## config.mk

```make
export PLATFORM = sky130hd
export DESIGN_NAME = actree_top
export DESIGN_NICKNAME = d
export VERILOG_FILES = /design/src/logic/actree_pkg.sv /design/src/logic/actree_top.sv
export SDC_FILE = /design/constraint.sdc
export NUM_CORES = 1
export LEC_CHECK = 0
export BUFFER_PORTS_ARGS = -buffer_cell sky130_fd_sc_hd__buf_2
export CAP_MARGIN = 20
export CELL_PAD_IN_SITES_DETAIL_PLACEMENT = 1
export CELL_PAD_IN_SITES_GLOBAL_PLACEMENT = 2
export CORE_MARGIN = 2
export CORE_UTILIZATION = 23
export DETAILED_ROUTE_END_ITERATION = 16
export PLACE_DENSITY_LB_ADDON = 0.1
export SKIP_LAST_GASP = 1
export SYNTH_ARGS = -nofsm -noshare
export SYNTH_HDL_FRONTEND = slang
export SYNTH_SLANG_ARGS = --single-unit
```

## constraint.sdc

```tcl
create_clock -name sys_clk_i -period 1.8 [get_ports sys_clk_i]
set_clock_uncertainty 0.2 [all_clocks]
set_input_delay 0 -clock sys_clk_i [delete_from_list [all_inputs] [get_ports sys_clk_i]]
set_output_delay 0 -clock sys_clk_i [all_outputs]
set_load 0.02 [all_outputs]
```

## src/logic/actree_pkg.sv

```systemverilog
// Purpose: shared constants and types for the converter clock tree block
// Assumes: 32-bit apb data, one word per register
// Notes:   offsets and field layouts used by the apb slave and its bench
package actree_pkg;

    // register byte offsets
    localparam logic [7:0] CTRL_OFFS      = 8'h00;
    localparam logic [7:0] STATUS_OFFS    = 8'h04;
    localparam logic [7:0] SAMPLE_OFFS    = 8'h08;

    // control field positions
    localparam int CTRL_PMODE_LSB  = 0;   // 2 bits power mode
    localparam int CTRL_MDIV_LSB   = 2;   // 2 bits modulator divider
    localparam int CTRL_ODIV_LSB   = 4;   // 2 bits output clock divider
    localparam int CTRL_CSRC_LSB   = 6;   // 2 bits clock source
    localparam int CTRL_SWCTL_BIT  = 8;   // copied to the channels only; sw_ctl_pin_i selects register control

    // reset values
    localparam logic [8:0] CTRL_RESET = 9'h000;

    // divider ratios in master clock cycles
    localparam int MDIV_FAST_RATIO = 4;
    localparam int MDIV_MED_RATIO  = 8;
    localparam int MDIV_LOW_RATIO  = 32;

    // sixteen bit two's complement code limits
    localparam logic [15:0] CODE_MOST_NEG = 16'h8000;
    localparam logic [15:0] CODE_MOST_POS = 16'h7fff;

    typedef enum logic [1:0] {
        PM_LOW, PM_MEDIAN, PM_FAST, PM_RSVD
    } actree_pmode_e;

    typedef enum logic [1:0] {
        MD_DIV4, MD_DIV8, MD_DIV32, MD_RSVD
    } actree_mdiv_e;

    typedef enum logic [1:0] {
        CS_CMOS, CS_CRYSTAL, CS_LVDS, CS_RSVD
    } actree_csrc_e;

    // settings that travel together to every channel
    typedef struct packed {
        logic          sw_ctl;
        actree_csrc_e  clk_src;
        logic [1:0]    output_clk_divider;
        actree_mdiv_e  mod_div;
        actree_pmode_e pmode;
    } actree_cfg_s;

    // apb request bundle
    typedef struct packed {
        logic        psel;
        logic        penable;
        logic        pwrite;
        logic [7:0]  paddr;
        logic [31:0] pwdata;
    } actree_apb_req_s;

endpackage : actree_pkg

```

## src/logic/actree_top.sv

```systemverilog
// Purpose: clock tree and power scaling control for an eight channel
//          sigma-delta converter: source select, modulator and output
//          data clock enables, global power mode
// Assumes: sys_clk_i is the master clock; derived clocks are enables
// Notes:   settings change only at a modulator/output period boundary
//
// What this block does
// - master clock comes from cmos, crystal or differential source
// - all converter cores use one shared master clock
// - modulator and output clocks derive from the master clock
// - modulator samples twice per modulator clock period
// - modulator divider offers only divide by 4, 8 and 32
// - power mode is fast, median or low, set apart from divider
// - divider and power mode apply to all channels together
// - results are 16-bit two's complement codes
// - output data clock runs continuously at master/2 for divider 0 or 1, else /4 or /8
// - strapped mode ties divider to power mode: 32, 8, 4
// - register mode makes mode and both dividers programmable
`timescale 1ns/1ps
module actree_top (
    input  wire logic                      sys_clk_i,
    input  wire logic                      reset_n_i,
    input  wire logic                      sw_ctl_pin_i,
    input  wire logic [1:0]                strap_pmode_i,
    input  wire logic                      strap_crystal_i,
    input  wire logic [15:0]               sample_code_i,
    input  wire logic                      psel_i,
    input  wire logic                      penable_i,
    input  wire logic                      pwrite_i,
    input  wire logic [7:0]                paddr_i,
    input  wire logic [31:0]               pwdata_i,
    output logic      [31:0]               prdata_o,
    output logic                           pready_o,
    output logic                           pslverr_o,
    output actree_pkg::actree_cfg_s        chan_cfg_o,
    output logic      [7:0]                chan_mod_en_o,
    output logic      [7:0]                chan_sample_en_o,
    output logic                           output_data_clk_o,
    output logic      [15:0]               result_code_o
);
    import actree_pkg::*;

    // software control register
    logic [8:0]  ctrl_reg;
    logic [15:0] code_reg;
    actree_cfg_s sw_cfg;
    actree_cfg_s req_cfg;
    actree_cfg_s act_reg;
    actree_cfg_s act_next;
    logic [4:0]  mcnt_reg;
    logic [2:0]  ocnt_reg;
    logic        oclk_reg;
    logic        mod_en_reg;
    logic        samp_en_reg;

    // apb decode
    wire         acc_w    = psel_i & penable_i;
    wire         hit_ctrl = (paddr_i == CTRL_OFFS);
    wire         hit_stat = (paddr_i == STATUS_OFFS);
    wire         hit_samp = (paddr_i == SAMPLE_OFFS);
    wire         mapped   = hit_ctrl | hit_stat | hit_samp;
    wire         wr_ctrl  = acc_w & pwrite_i & hit_ctrl;
    wire         bad_mdiv = (pwdata_i[CTRL_MDIV_LSB +: 2] == MD_RSVD);
    wire         bad_pm   = (pwdata_i[CTRL_PMODE_LSB +: 2] == PM_RSVD);
    wire         bad_cs   = (pwdata_i[CTRL_CSRC_LSB +: 2] == CS_RSVD);
    wire         wr_bad   = wr_ctrl & (bad_mdiv | bad_pm | bad_cs);

    assign pready_o  = 1'b1;
    assign pslverr_o = acc_w & (~mapped | wr_bad | (pwrite_i & ~hit_ctrl));

    // writes with reserved codes are refused, register keeps old value
    always_ff @(posedge sys_clk_i) begin
        if (!reset_n_i) begin
            ctrl_reg <= CTRL_RESET;
        end else if (wr_ctrl && !wr_bad) begin
            ctrl_reg <= pwdata_i[8:0];
        end
    end

    // read data mux, registered
    wire [31:0] rd_mux =
        hit_ctrl ? {23'h000000, ctrl_reg} :
        hit_stat ? {23'h000000, act_reg} :
        hit_samp ? {16'h0000, code_reg} : 32'h00000000;

    always_ff @(posedge sys_clk_i) begin
        if (!reset_n_i) begin
            prdata_o <= 32'h00000000;
        end else if (psel_i && !penable_i && !pwrite_i) begin
            prdata_o <= rd_mux;
        end
    end

    // requested configuration: register or strapped pins
    assign sw_cfg = actree_cfg_s'(ctrl_reg);
    always_comb begin
        req_cfg = sw_cfg;
        if (!sw_ctl_pin_i) begin
            req_cfg.sw_ctl  = 1'b0;
            req_cfg.clk_src = strap_crystal_i ? CS_CRYSTAL : CS_CMOS;
            req_cfg.output_clk_divider = 2'h0;
            case (strap_pmode_i)
                2'h0:    req_cfg.pmode = PM_LOW;
                2'h1:    req_cfg.pmode = PM_MEDIAN;
                default: req_cfg.pmode = PM_FAST;
            endcase
            case (req_cfg.pmode)
                PM_LOW:    req_cfg.mod_div = MD_DIV32;
                PM_MEDIAN: req_cfg.mod_div = MD_DIV8;
                default:   req_cfg.mod_div = MD_DIV4;
            endcase
        end
    end

    // modulator period in master clocks, minus one
    wire [4:0] mlast =
        (act_reg.mod_div == MD_DIV32) ? 5'(MDIV_LOW_RATIO - 1) :
        (act_reg.mod_div == MD_DIV8)  ? 5'(MDIV_MED_RATIO - 1) :
                                        5'(MDIV_FAST_RATIO - 1);
    wire [2:0] olast  = 3'((1 << act_reg.output_clk_divider) - 1);
    wire       m_wrap = (mcnt_reg == mlast);
    wire       o_wrap = (ocnt_reg == olast);
    wire       m_half = (mcnt_reg == (mlast >> 1));
    // new settings only land where both counters wrap together
    wire       swap   = m_wrap & o_wrap;
    assign act_next   = swap ? req_cfg : act_reg;

    always_ff @(posedge sys_clk_i) begin
        if (!reset_n_i) begin
            act_reg <= actree_cfg_s'(CTRL_RESET);
        end else begin
            act_reg <= act_next;
        end
    end

    // divider counters run from the master clock only
    always_ff @(posedge sys_clk_i) begin
        if (!reset_n_i) begin
            mcnt_reg    <= 5'h00;
            ocnt_reg    <= 3'h0;
            mod_en_reg  <= 1'b0;
            samp_en_reg <= 1'b0;
        end else begin
            mcnt_reg    <= m_wrap ? 5'h00 : mcnt_reg + 5'h01;
            ocnt_reg    <= o_wrap ? 3'h0 : ocnt_reg + 3'h1;
            mod_en_reg  <= m_wrap;
            samp_en_reg <= m_wrap | m_half;
        end
    end

    // output data clock: high in first half of each output period
    wire oclk_next = (act_next.output_clk_divider == 2'h0) ? ~oclk_reg :
                     (o_wrap ? 1'b1 : (ocnt_reg + 3'h1 > (olast >> 1))
                      ? 1'b0 : oclk_reg);
    always_ff @(posedge sys_clk_i) begin
        if (!reset_n_i) begin
            oclk_reg <= 1'b0;
        end else begin
            oclk_reg <= oclk_next;
        end
    end
    assign output_data_clk_o = oclk_reg;

    // result code, captured each modulator period
    always_ff @(posedge sys_clk_i) begin
        if (!reset_n_i) begin
            code_reg <= 16'h0000;
        end else if (m_wrap) begin
            code_reg <= sample_code_i;
        end
    end

    // one shared enable fans out to all eight channels
    assign chan_mod_en_o    = {8{mod_en_reg}};
    assign chan_sample_en_o = {8{samp_en_reg}};
    assign chan_cfg_o       = act_reg;
    assign result_code_o    = code_reg;

    // assertions
    property p_div_legal;
        @(posedge sys_clk_i) disable iff (!reset_n_i)
        act_reg.mod_div != MD_RSVD;
    endproperty
    a_div_legal: assert property (p_div_legal)
        else $error("illegal modulator divider active");

    property p_strap_track;
        @(posedge sys_clk_i) disable iff (!reset_n_i)
        (swap && !sw_ctl_pin_i && strap_pmode_i == 2'h0) |=>
        act_reg.mod_div == MD_DIV32;
    endproperty
    a_strap_track: assert property (p_strap_track)
        else $error("strapped low power not at divide by 32");

    property p_two_samples;
        @(posedge sys_clk_i) disable iff (!reset_n_i)
        mod_en_reg |-> samp_en_reg;
    endproperty
    a_two_samples: assert property (p_two_samples)
        else $error("sample enable missing on modulator edge");

    property p_fast_period;
        @(posedge sys_clk_i) disable iff (!reset_n_i)
        (mod_en_reg && act_reg.mod_div == MD_DIV4 && $stable(act_reg))
        |-> ##4 mod_en_reg;
    endproperty
    a_fast_period: assert property (p_fast_period)
        else $error("divide by four period wrong");

    property p_no_midswap;
        @(posedge sys_clk_i) disable iff (!reset_n_i)
        !swap |=> $stable(act_reg);
    endproperty
    a_no_midswap: assert property (p_no_midswap)
        else $error("settings changed mid period");

    property p_div1_toggle;
        @(posedge sys_clk_i) disable iff (!reset_n_i)
        // a swap away from divide by one restarts the clock high instead
        (act_reg.output_clk_divider == 2'h0 && $stable(act_reg) &&
         act_next.output_clk_divider == 2'h0)
        |=> oclk_reg != $past(oclk_reg);
    endproperty
    a_div1_toggle: assert property (p_div1_toggle)
        else $error("output clock not toggling at divide by one");

    property p_code_hold;
        @(posedge sys_clk_i) disable iff (!reset_n_i)
        !m_wrap |=> $stable(code_reg);
    endproperty
    a_code_hold: assert property (p_code_hold)
        else $error("result code changed off the period edge");

    property p_bad_write;
        @(posedge sys_clk_i) disable iff (!reset_n_i)
        wr_bad |=> ctrl_reg == $past(ctrl_reg);
    endproperty
    a_bad_write: assert property (p_bad_write)
        else $error("reserved write altered control register");

    c_div32: cover property (@(posedge sys_clk_i)
        act_reg.mod_div == MD_DIV32 && mod_en_reg);
    c_lvds: cover property (@(posedge sys_clk_i) act_reg.clk_src == CS_LVDS);
    c_swap: cover property (@(posedge sys_clk_i)
        swap && req_cfg != act_reg);

endmodule : actree_top

```

==> results of run 1 <==
[cells in the final DEF (no fill, tap or decap), types with 2 or more instances in the layout]
cell / instances
buf_6: 7
dfxtp_2: 5
dfxtp_1: 55
nand2_1: 24
conb_1: 17
clkbuf_16: 10
or3_4: 2
and3_1: 2
o211ai_1: 2
o21ai_1: 3
buf_4: 26
a21o_4: 2
a22o_1: 3
a221oi_1: 9
inv_4: 2
nor3_1: 2
buf_12: 2
nand4_1: 9
inv_1: 2
ha_1: 2
a21oi_1: 17
xor2_1: 3
xnor2_1: 3
ha_4: 3
nor2_1: 35
o21ai_0: 20
dlygate4sd3_1: 41
mux2_2: 11
buf_2: 100
a211oi_2: 3
clkinvlp_4: 3
nand3_1: 15
mux2i_1: 21
nor3b_1: 2
bufinv_16: 2
[timing repair]
action                                 4_1_cts  5_1_grt
cloned                                       1        1
resized for setup                            9       26
setup endpoints to repair                   22       35
endpoints found under the hold margin       43        0
hold buffers                                41        0
setup buffers                                4        3
pin swaps                                    4       15
[cell families after synthesis]
logic type,Yosys count
AO/OA/AOI/OAI,68
XOR/XNOR,7
adder cells (fa/ha/maj),5
buffers and inverters,53
flip-flops,61
multiplexers,33
other,2
AND/OR/NAND/NOR,106
[through the flow]
stage / instances / hold WS (ns) / utilization / instance area, um2
global placement: 601 / 0.0299 / 0.292 / 3700
CTS: 663 / 0.105 / 0.356 / 4510
finish: 667 / 0.0377 / 0.369 / 4670
detailed placement: 601 / 0.0394 / 0.292 / 3700
global route: 667 / 0.0750 / 0.369 / 4670
floorplan: 350 / -0.0561 / - / 3100
[layout make-up]
| class | instances | area, um2 | area share |
|---|---|---|---|
| flip-flops and latches | 61 | 1230 | 0.264 |
| multi-input cells | 237 | 1640 | 0.350 |
| clock inverters | 6 | 86.3 | 0.0185 |
| clock buffers | 10 | 229 | 0.0490 |
| inverters | 4 | 21.3 | 0.00456 |
| repair buffers | 177 | 1250 | 0.268 |
| well taps | 172 | 215 | 0.0461 |
[routing by layer]
metal | share of wire | GRT usage | vias up
met2 | 0.52 | 0.262 | 55
met1 | 0.43 | 0.168 | 1417
met3 | 0.043 | 0.0465 | 4
met5 | 0 | 0 | -
li1 | - | - | 1460
met4 | 0.0064 | 0.0339 | 0
[where the power goes]
| part | switching [mW] | total [mW] | leakage [nW] | internal, mW |
|---|---|---|---|---|
| sequential | 0.0390 | 1.43 | 0.497 | 1.39 |
| clock | 0.648 | 1.86 | 0.149 | 1.21 |
| combinational | 0.322 | 0.587 | 1.53 | 0.265 |
[final timing paths]
path                                   from             to  slack (ns)  cells past startpoint
worst max-delay path            ocnt_reg[1]  chan_cfg_o[2]       -0.07                      4
worst min-delay path             paddr_i[4]    ctrl_reg[0]        0.04                      5
worst max register to register  ocnt_reg[1]  chan_cfg_o[2]       -0.07                      4
worst min register to register  prdata_o[9]    prdata_o[9]        0.25                      2
[cell usage after synthesis (2+ instances only)]
master    count  area (um2)
nor3_1        3        15.0
xnor2_1       3        26.3
a211oi_2      2        25.0
nand3_1      16        80.1
nor3b_1       2        15.0
a211oi_1      2        15.0
nand4_1       9        56.3
a21oi_1      17        85.1
ha_1          5        62.6
conb_1        2        7.51
xor2_1        4        35.0
buf_4        33         248
o211ai_1      2        15.0
mux2_2       11         124
clkbuf_1     11        41.3
and3_1        3        18.8
inv_1         3        11.3
buf_2         3        15.0
a221oi_1      9        78.8
nand2_1      25        93.8
mux2i_1      22         220
nor4_1        2        12.5
dfxtp_1      61        1220
o21ai_0      23         115
a22o_1        3        26.3
nor2_1       36         135
[tightest hold or removal path, stage by stage]
cell	delay (ns)
buf_2	0.10
nor4_2	0.05
nand3_2	0.15
o21ai_0	0.11
a21oi_1	0.12
==> results.tsv, run 1 <==
metric	value	unit
DRT antenna net count	0	
CTS H-tree lvls	3	
dpl ws	-0.172	ns
CP Launch Type	flip-flop	
total congestion overflow	0	
worst path required time	1.84	ns
Reg clk slew, reported paths	0.06	ns
DRC	0	
critical path cell sequence	or3_4, or3_4, a21o_4, a211oi_2	
Netlist cell types	49	
layout net count	560	
Final setup viols	15	
Die Y	118	um
largest net degree at the start of global routing	29	
Routed WL	10200	um
clock buffer depth	2	
DR pass1 iterations	3	
xor-xnor portion of the synthesized cell area	0.0205	
kind of critical path	flip-flop to flip-flop	
outcome	finished, violations left	
maximum clock rate	534	MHz
most used cell, CP	or3_4	
register area share after synthesis	0.409	
gpl congestion	0.771	
antenna diode count	0	
initial core utilization	0.236	
slowest stage cell, crit path	or3_4	
DRT iter0 DRCs	61	
Post-Synth Adder-Cell Area	0.0210	
Worst EP arrival	1.91	ns
Crit path max-delay family	simple AND/OR/NAND/NOR gates	
Synth Cell Area	0.00299	mm2
Layout fillers	1510	
RSZ-0062 raised after global routing	yes	
DR vias	2936	
min cycle time layout	1.87	ns
io pins	141	
Synth Area in Compound Gates	0.151	
ratio of cells with drive above 1 in the final layout	0.392	
CP max FO	5	
area grow syn2layout	56.4	%
share of flip-flops with an asynchronous set or reset	0	
total power	3.88	mW
first-pass GRT wire length	15800	um
post-route clock period utilization	1.04	
Syn Inst Count	335	
routed len/inst	15.4	um
initial antenna violation count	0	
peak supply drop	0.372	mV
Crit path largest cell delay	0.44	ns
Syn Area/Cell	8.91	um2
Buf/Inv on CP	0	
Yosys reg bits	61	
Worst Hold Class	primary input to flip-flop	
# port buffers	100	
failing checks	setup timing	
core footprint	0.0127	mm2
fin. max-slew vios	0	
mux cell area share after synthesis	0.115	
Die W	118	um
clk sinks	61	
number of placement rows	41	
TritonCTS clock tree	yes	
vias per inst	4.40	
gr usage total	0.146	
max-cap violations	0	
clock root buffer	clkbuf_16	
Pwr per Cell Area	831	mW/mm2
Leakage Power	2.18	nW
Fin Setup TNS	-0.354	ns
Clock Latency Late Sink	0.33	ns
Ys Warns	0	
number of buffers created by CTS	9	
main combinational cell family by area after synthesis	simple AND/OR/NAND/NOR gates	
final hold vios	0	
vias in the first global route	2989	
Die ar.	0.0139	mm2
CP Capture Type	flip-flop	
Post-Synth Simple-Gate Area	0.169	
Synth Flop Type	dfxtp_1	
DP HPWL	7070	um
number of enable flip-flop cells after synthesis	0	
Final Worst Setup Slack	-0.0728	ns
No activity file was read; power rests on OpenSTA's default activity.
==> run 2: changes to the inputs <==
Settings changed: CORE_UTILIZATION 23 to 24, CTS_BUF_LIST set to sky130_fd_sc_hd__clkbuf_2.
==> results.tsv, run 2 (synthesis gave the netlist of run 1 again) <==
metric	value	unit
outcome	finished, violations left	
failing checks	hold timing, setup timing	
Die Y	116	um
first-pass GRT wire length	15300	um
Buf/Inv on CP	1	
io pins	141	
M1 GR Usage	0.179	
Die ar.	0.0133	mm2
RSZ-0062 raised after global routing	yes	
DR pass1 iterations	4	
vias in the first global route	2966	
Worst EP arrival	2.13	ns
DP HPWL	6940	um
antenna diode count	0	
number of buffers created by CTS	9	
Post-Layout Cell Count	664	
Leakage Power	2.19	nW
core footprint	0.0121	mm2
commonest non-fill, non-tap cell in the layout	buf_2	
clk sinks	61	
Layout fillers	1428	
number of placement rows	40	
gr usage total	0.148	
Pwr per Cell Area	632	mW/mm2
layout net count	562	
Crit path max-delay family	simple AND/OR/NAND/NOR gates	
Crit path largest cell delay	0.38	ns
final hold vios	6	
Reg clk slew, reported paths	0.18	ns
area grow syn2layout	52.5	%
busiest grt layer	met2	
Routed WL	10300	um
hold slack	-0.267	ns
DRT iter0 DRCs	101	
worst path required time	2.04	ns
CP Capture Type	flip-flop	
total congestion overflow	0	
DR vias	2945	
maximum clock rate	528	MHz
clock buffer depth	2	
critical path cell sequence	or3_4, or3_4, a21o_4, buf_12, mux2i_1	
Final Cell Area	0.00455	mm2
Worst Hold Class	primary input to flip-flop	
DRC	0	
gpl congestion	0.729	
Clock Latency Late Sink	0.49	ns
slowest stage cell, crit path	or3_4	
CTS H-tree lvls	3	
commonest non-fill, non-tap cells in the layout	96 x buf_2, 55 x dfxtp_1, 43 x dlygate4sd3_1, 33 x nor2_1, 27 x buf_4	
DRT antenna net count	0	
# port buffers	100	
Final setup viols	19	
Final Worst Setup Slack	-0.0934	ns
most used cell, CP	or3_4	
met2 GRT Util	0.253	
min cycle time layout	1.89	ns
CP Launch Type	flip-flop	
peak supply drop	0.297	mV
largest net degree at the start of global routing	29	
fin. max-slew vios	0	
CP max FO	7	
initial core utilization	0.248	
Die W	116	um
kind of critical path	flip-flop to flip-flop	
met3 GRT Util	0.0502	
TritonCTS clock tree	yes	
clock root buffer	clkbuf_2	
post-route clock period utilization	1.05	
max-cap violations	0	
Placement Cell Area	0.00369	mm2
initial antenna violation count	0	
ratio of cells with drive above 1 in the final layout	0.395	
vias per inst	4.44	
routed len/inst	15.6	um
Cells after DPL	593	
## run 2: repair_timing
| item | in CTS | in global routing |
|---|---|---|
| pin swaps | 2 | 14 |
| endpoints found under the hold margin | 61 | 9 |
| endpoints found under the setup margin | 13 | 49 |
| gates resized for setup | 6 | 34 |
| buffers inserted | 4 | 6 |
| hold buffers | 50 | 1 |
| gates cloned | 0 | 3 |
## run 2: layout make-up
cell class / count / area [um2] / share of cell area
multi-input combinational: 236 / 1670 / 0.366
timing repair buffer: 180 / 1330 / 0.292
sequential: 61 / 1230 / 0.270
tap: 168 / 210 / 0.0462
clock inverter: 6 / 55.1 / 0.0121
clock buffer: 9 / 45.0 / 0.00989
inverter: 4 / 15.0 / 0.00330
## run 2: through the flow
| stage | util | power, mW | setup TNS (ns) | setup WS [ns] |
|---|---|---|---|---|
| after floorplan | - | 1.82 | -0.000590 | -0.000590 |
| after global placement | 0.306 | 1.94 | -0.531 | -0.0648 |
| after detailed placement | 0.306 | 1.95 | -0.620 | -0.0741 |
| after CTS | 0.360 | 2.88 | -2.63 | -0.106 |
| after global routing | 0.377 | 3.04 | -1.85 | -0.140 |
| final | 0.377 | 2.88 | -0.819 | -0.0934 |
## run 2: report_power, final
part           leakage, nW  internal (mW)  switching, mW
Clock               0.0626          0.299          0.515
Combinational         1.63          0.291          0.341
Sequential           0.497           1.39         0.0374
Total                 2.19           1.98          0.893
## run 2: worst paths after layout
| kind | slack (ns) | cells past startpoint | to | start |
|---|---|---|---|---|
| setup / recovery | -0.09 | 5 | chan_cfg_o[7] | ocnt_reg[1] |
| setup reg to reg | -0.09 | 5 | chan_cfg_o[7] | ocnt_reg[1] |
| hold / removal | -0.27 | 3 | ctrl_reg[0] | pwdata_i[0] |
| hold reg to reg | 0.26 | 2 | prdata_o[11] | prdata_o[11] |
## run 2: tightest hold or removal path, delay by kind of cell
kind / cells / cell delay [ns]
and+or+nand+nor: 1 / 0.08
AOI/OAI and AO/OA: 1 / 0.06
buffers and inverters: 1 / 0.26
## run 2: routing by layer
| layer | wire length (um) | part of all wire |
|---|---|---|
| met1 | 4630 | 0.45 |
| met2 | 5150 | 0.50 |
| met3 | 421 | 0.041 |
| met4 | 123 | 0.012 |
| met5 | 0 | 0 |
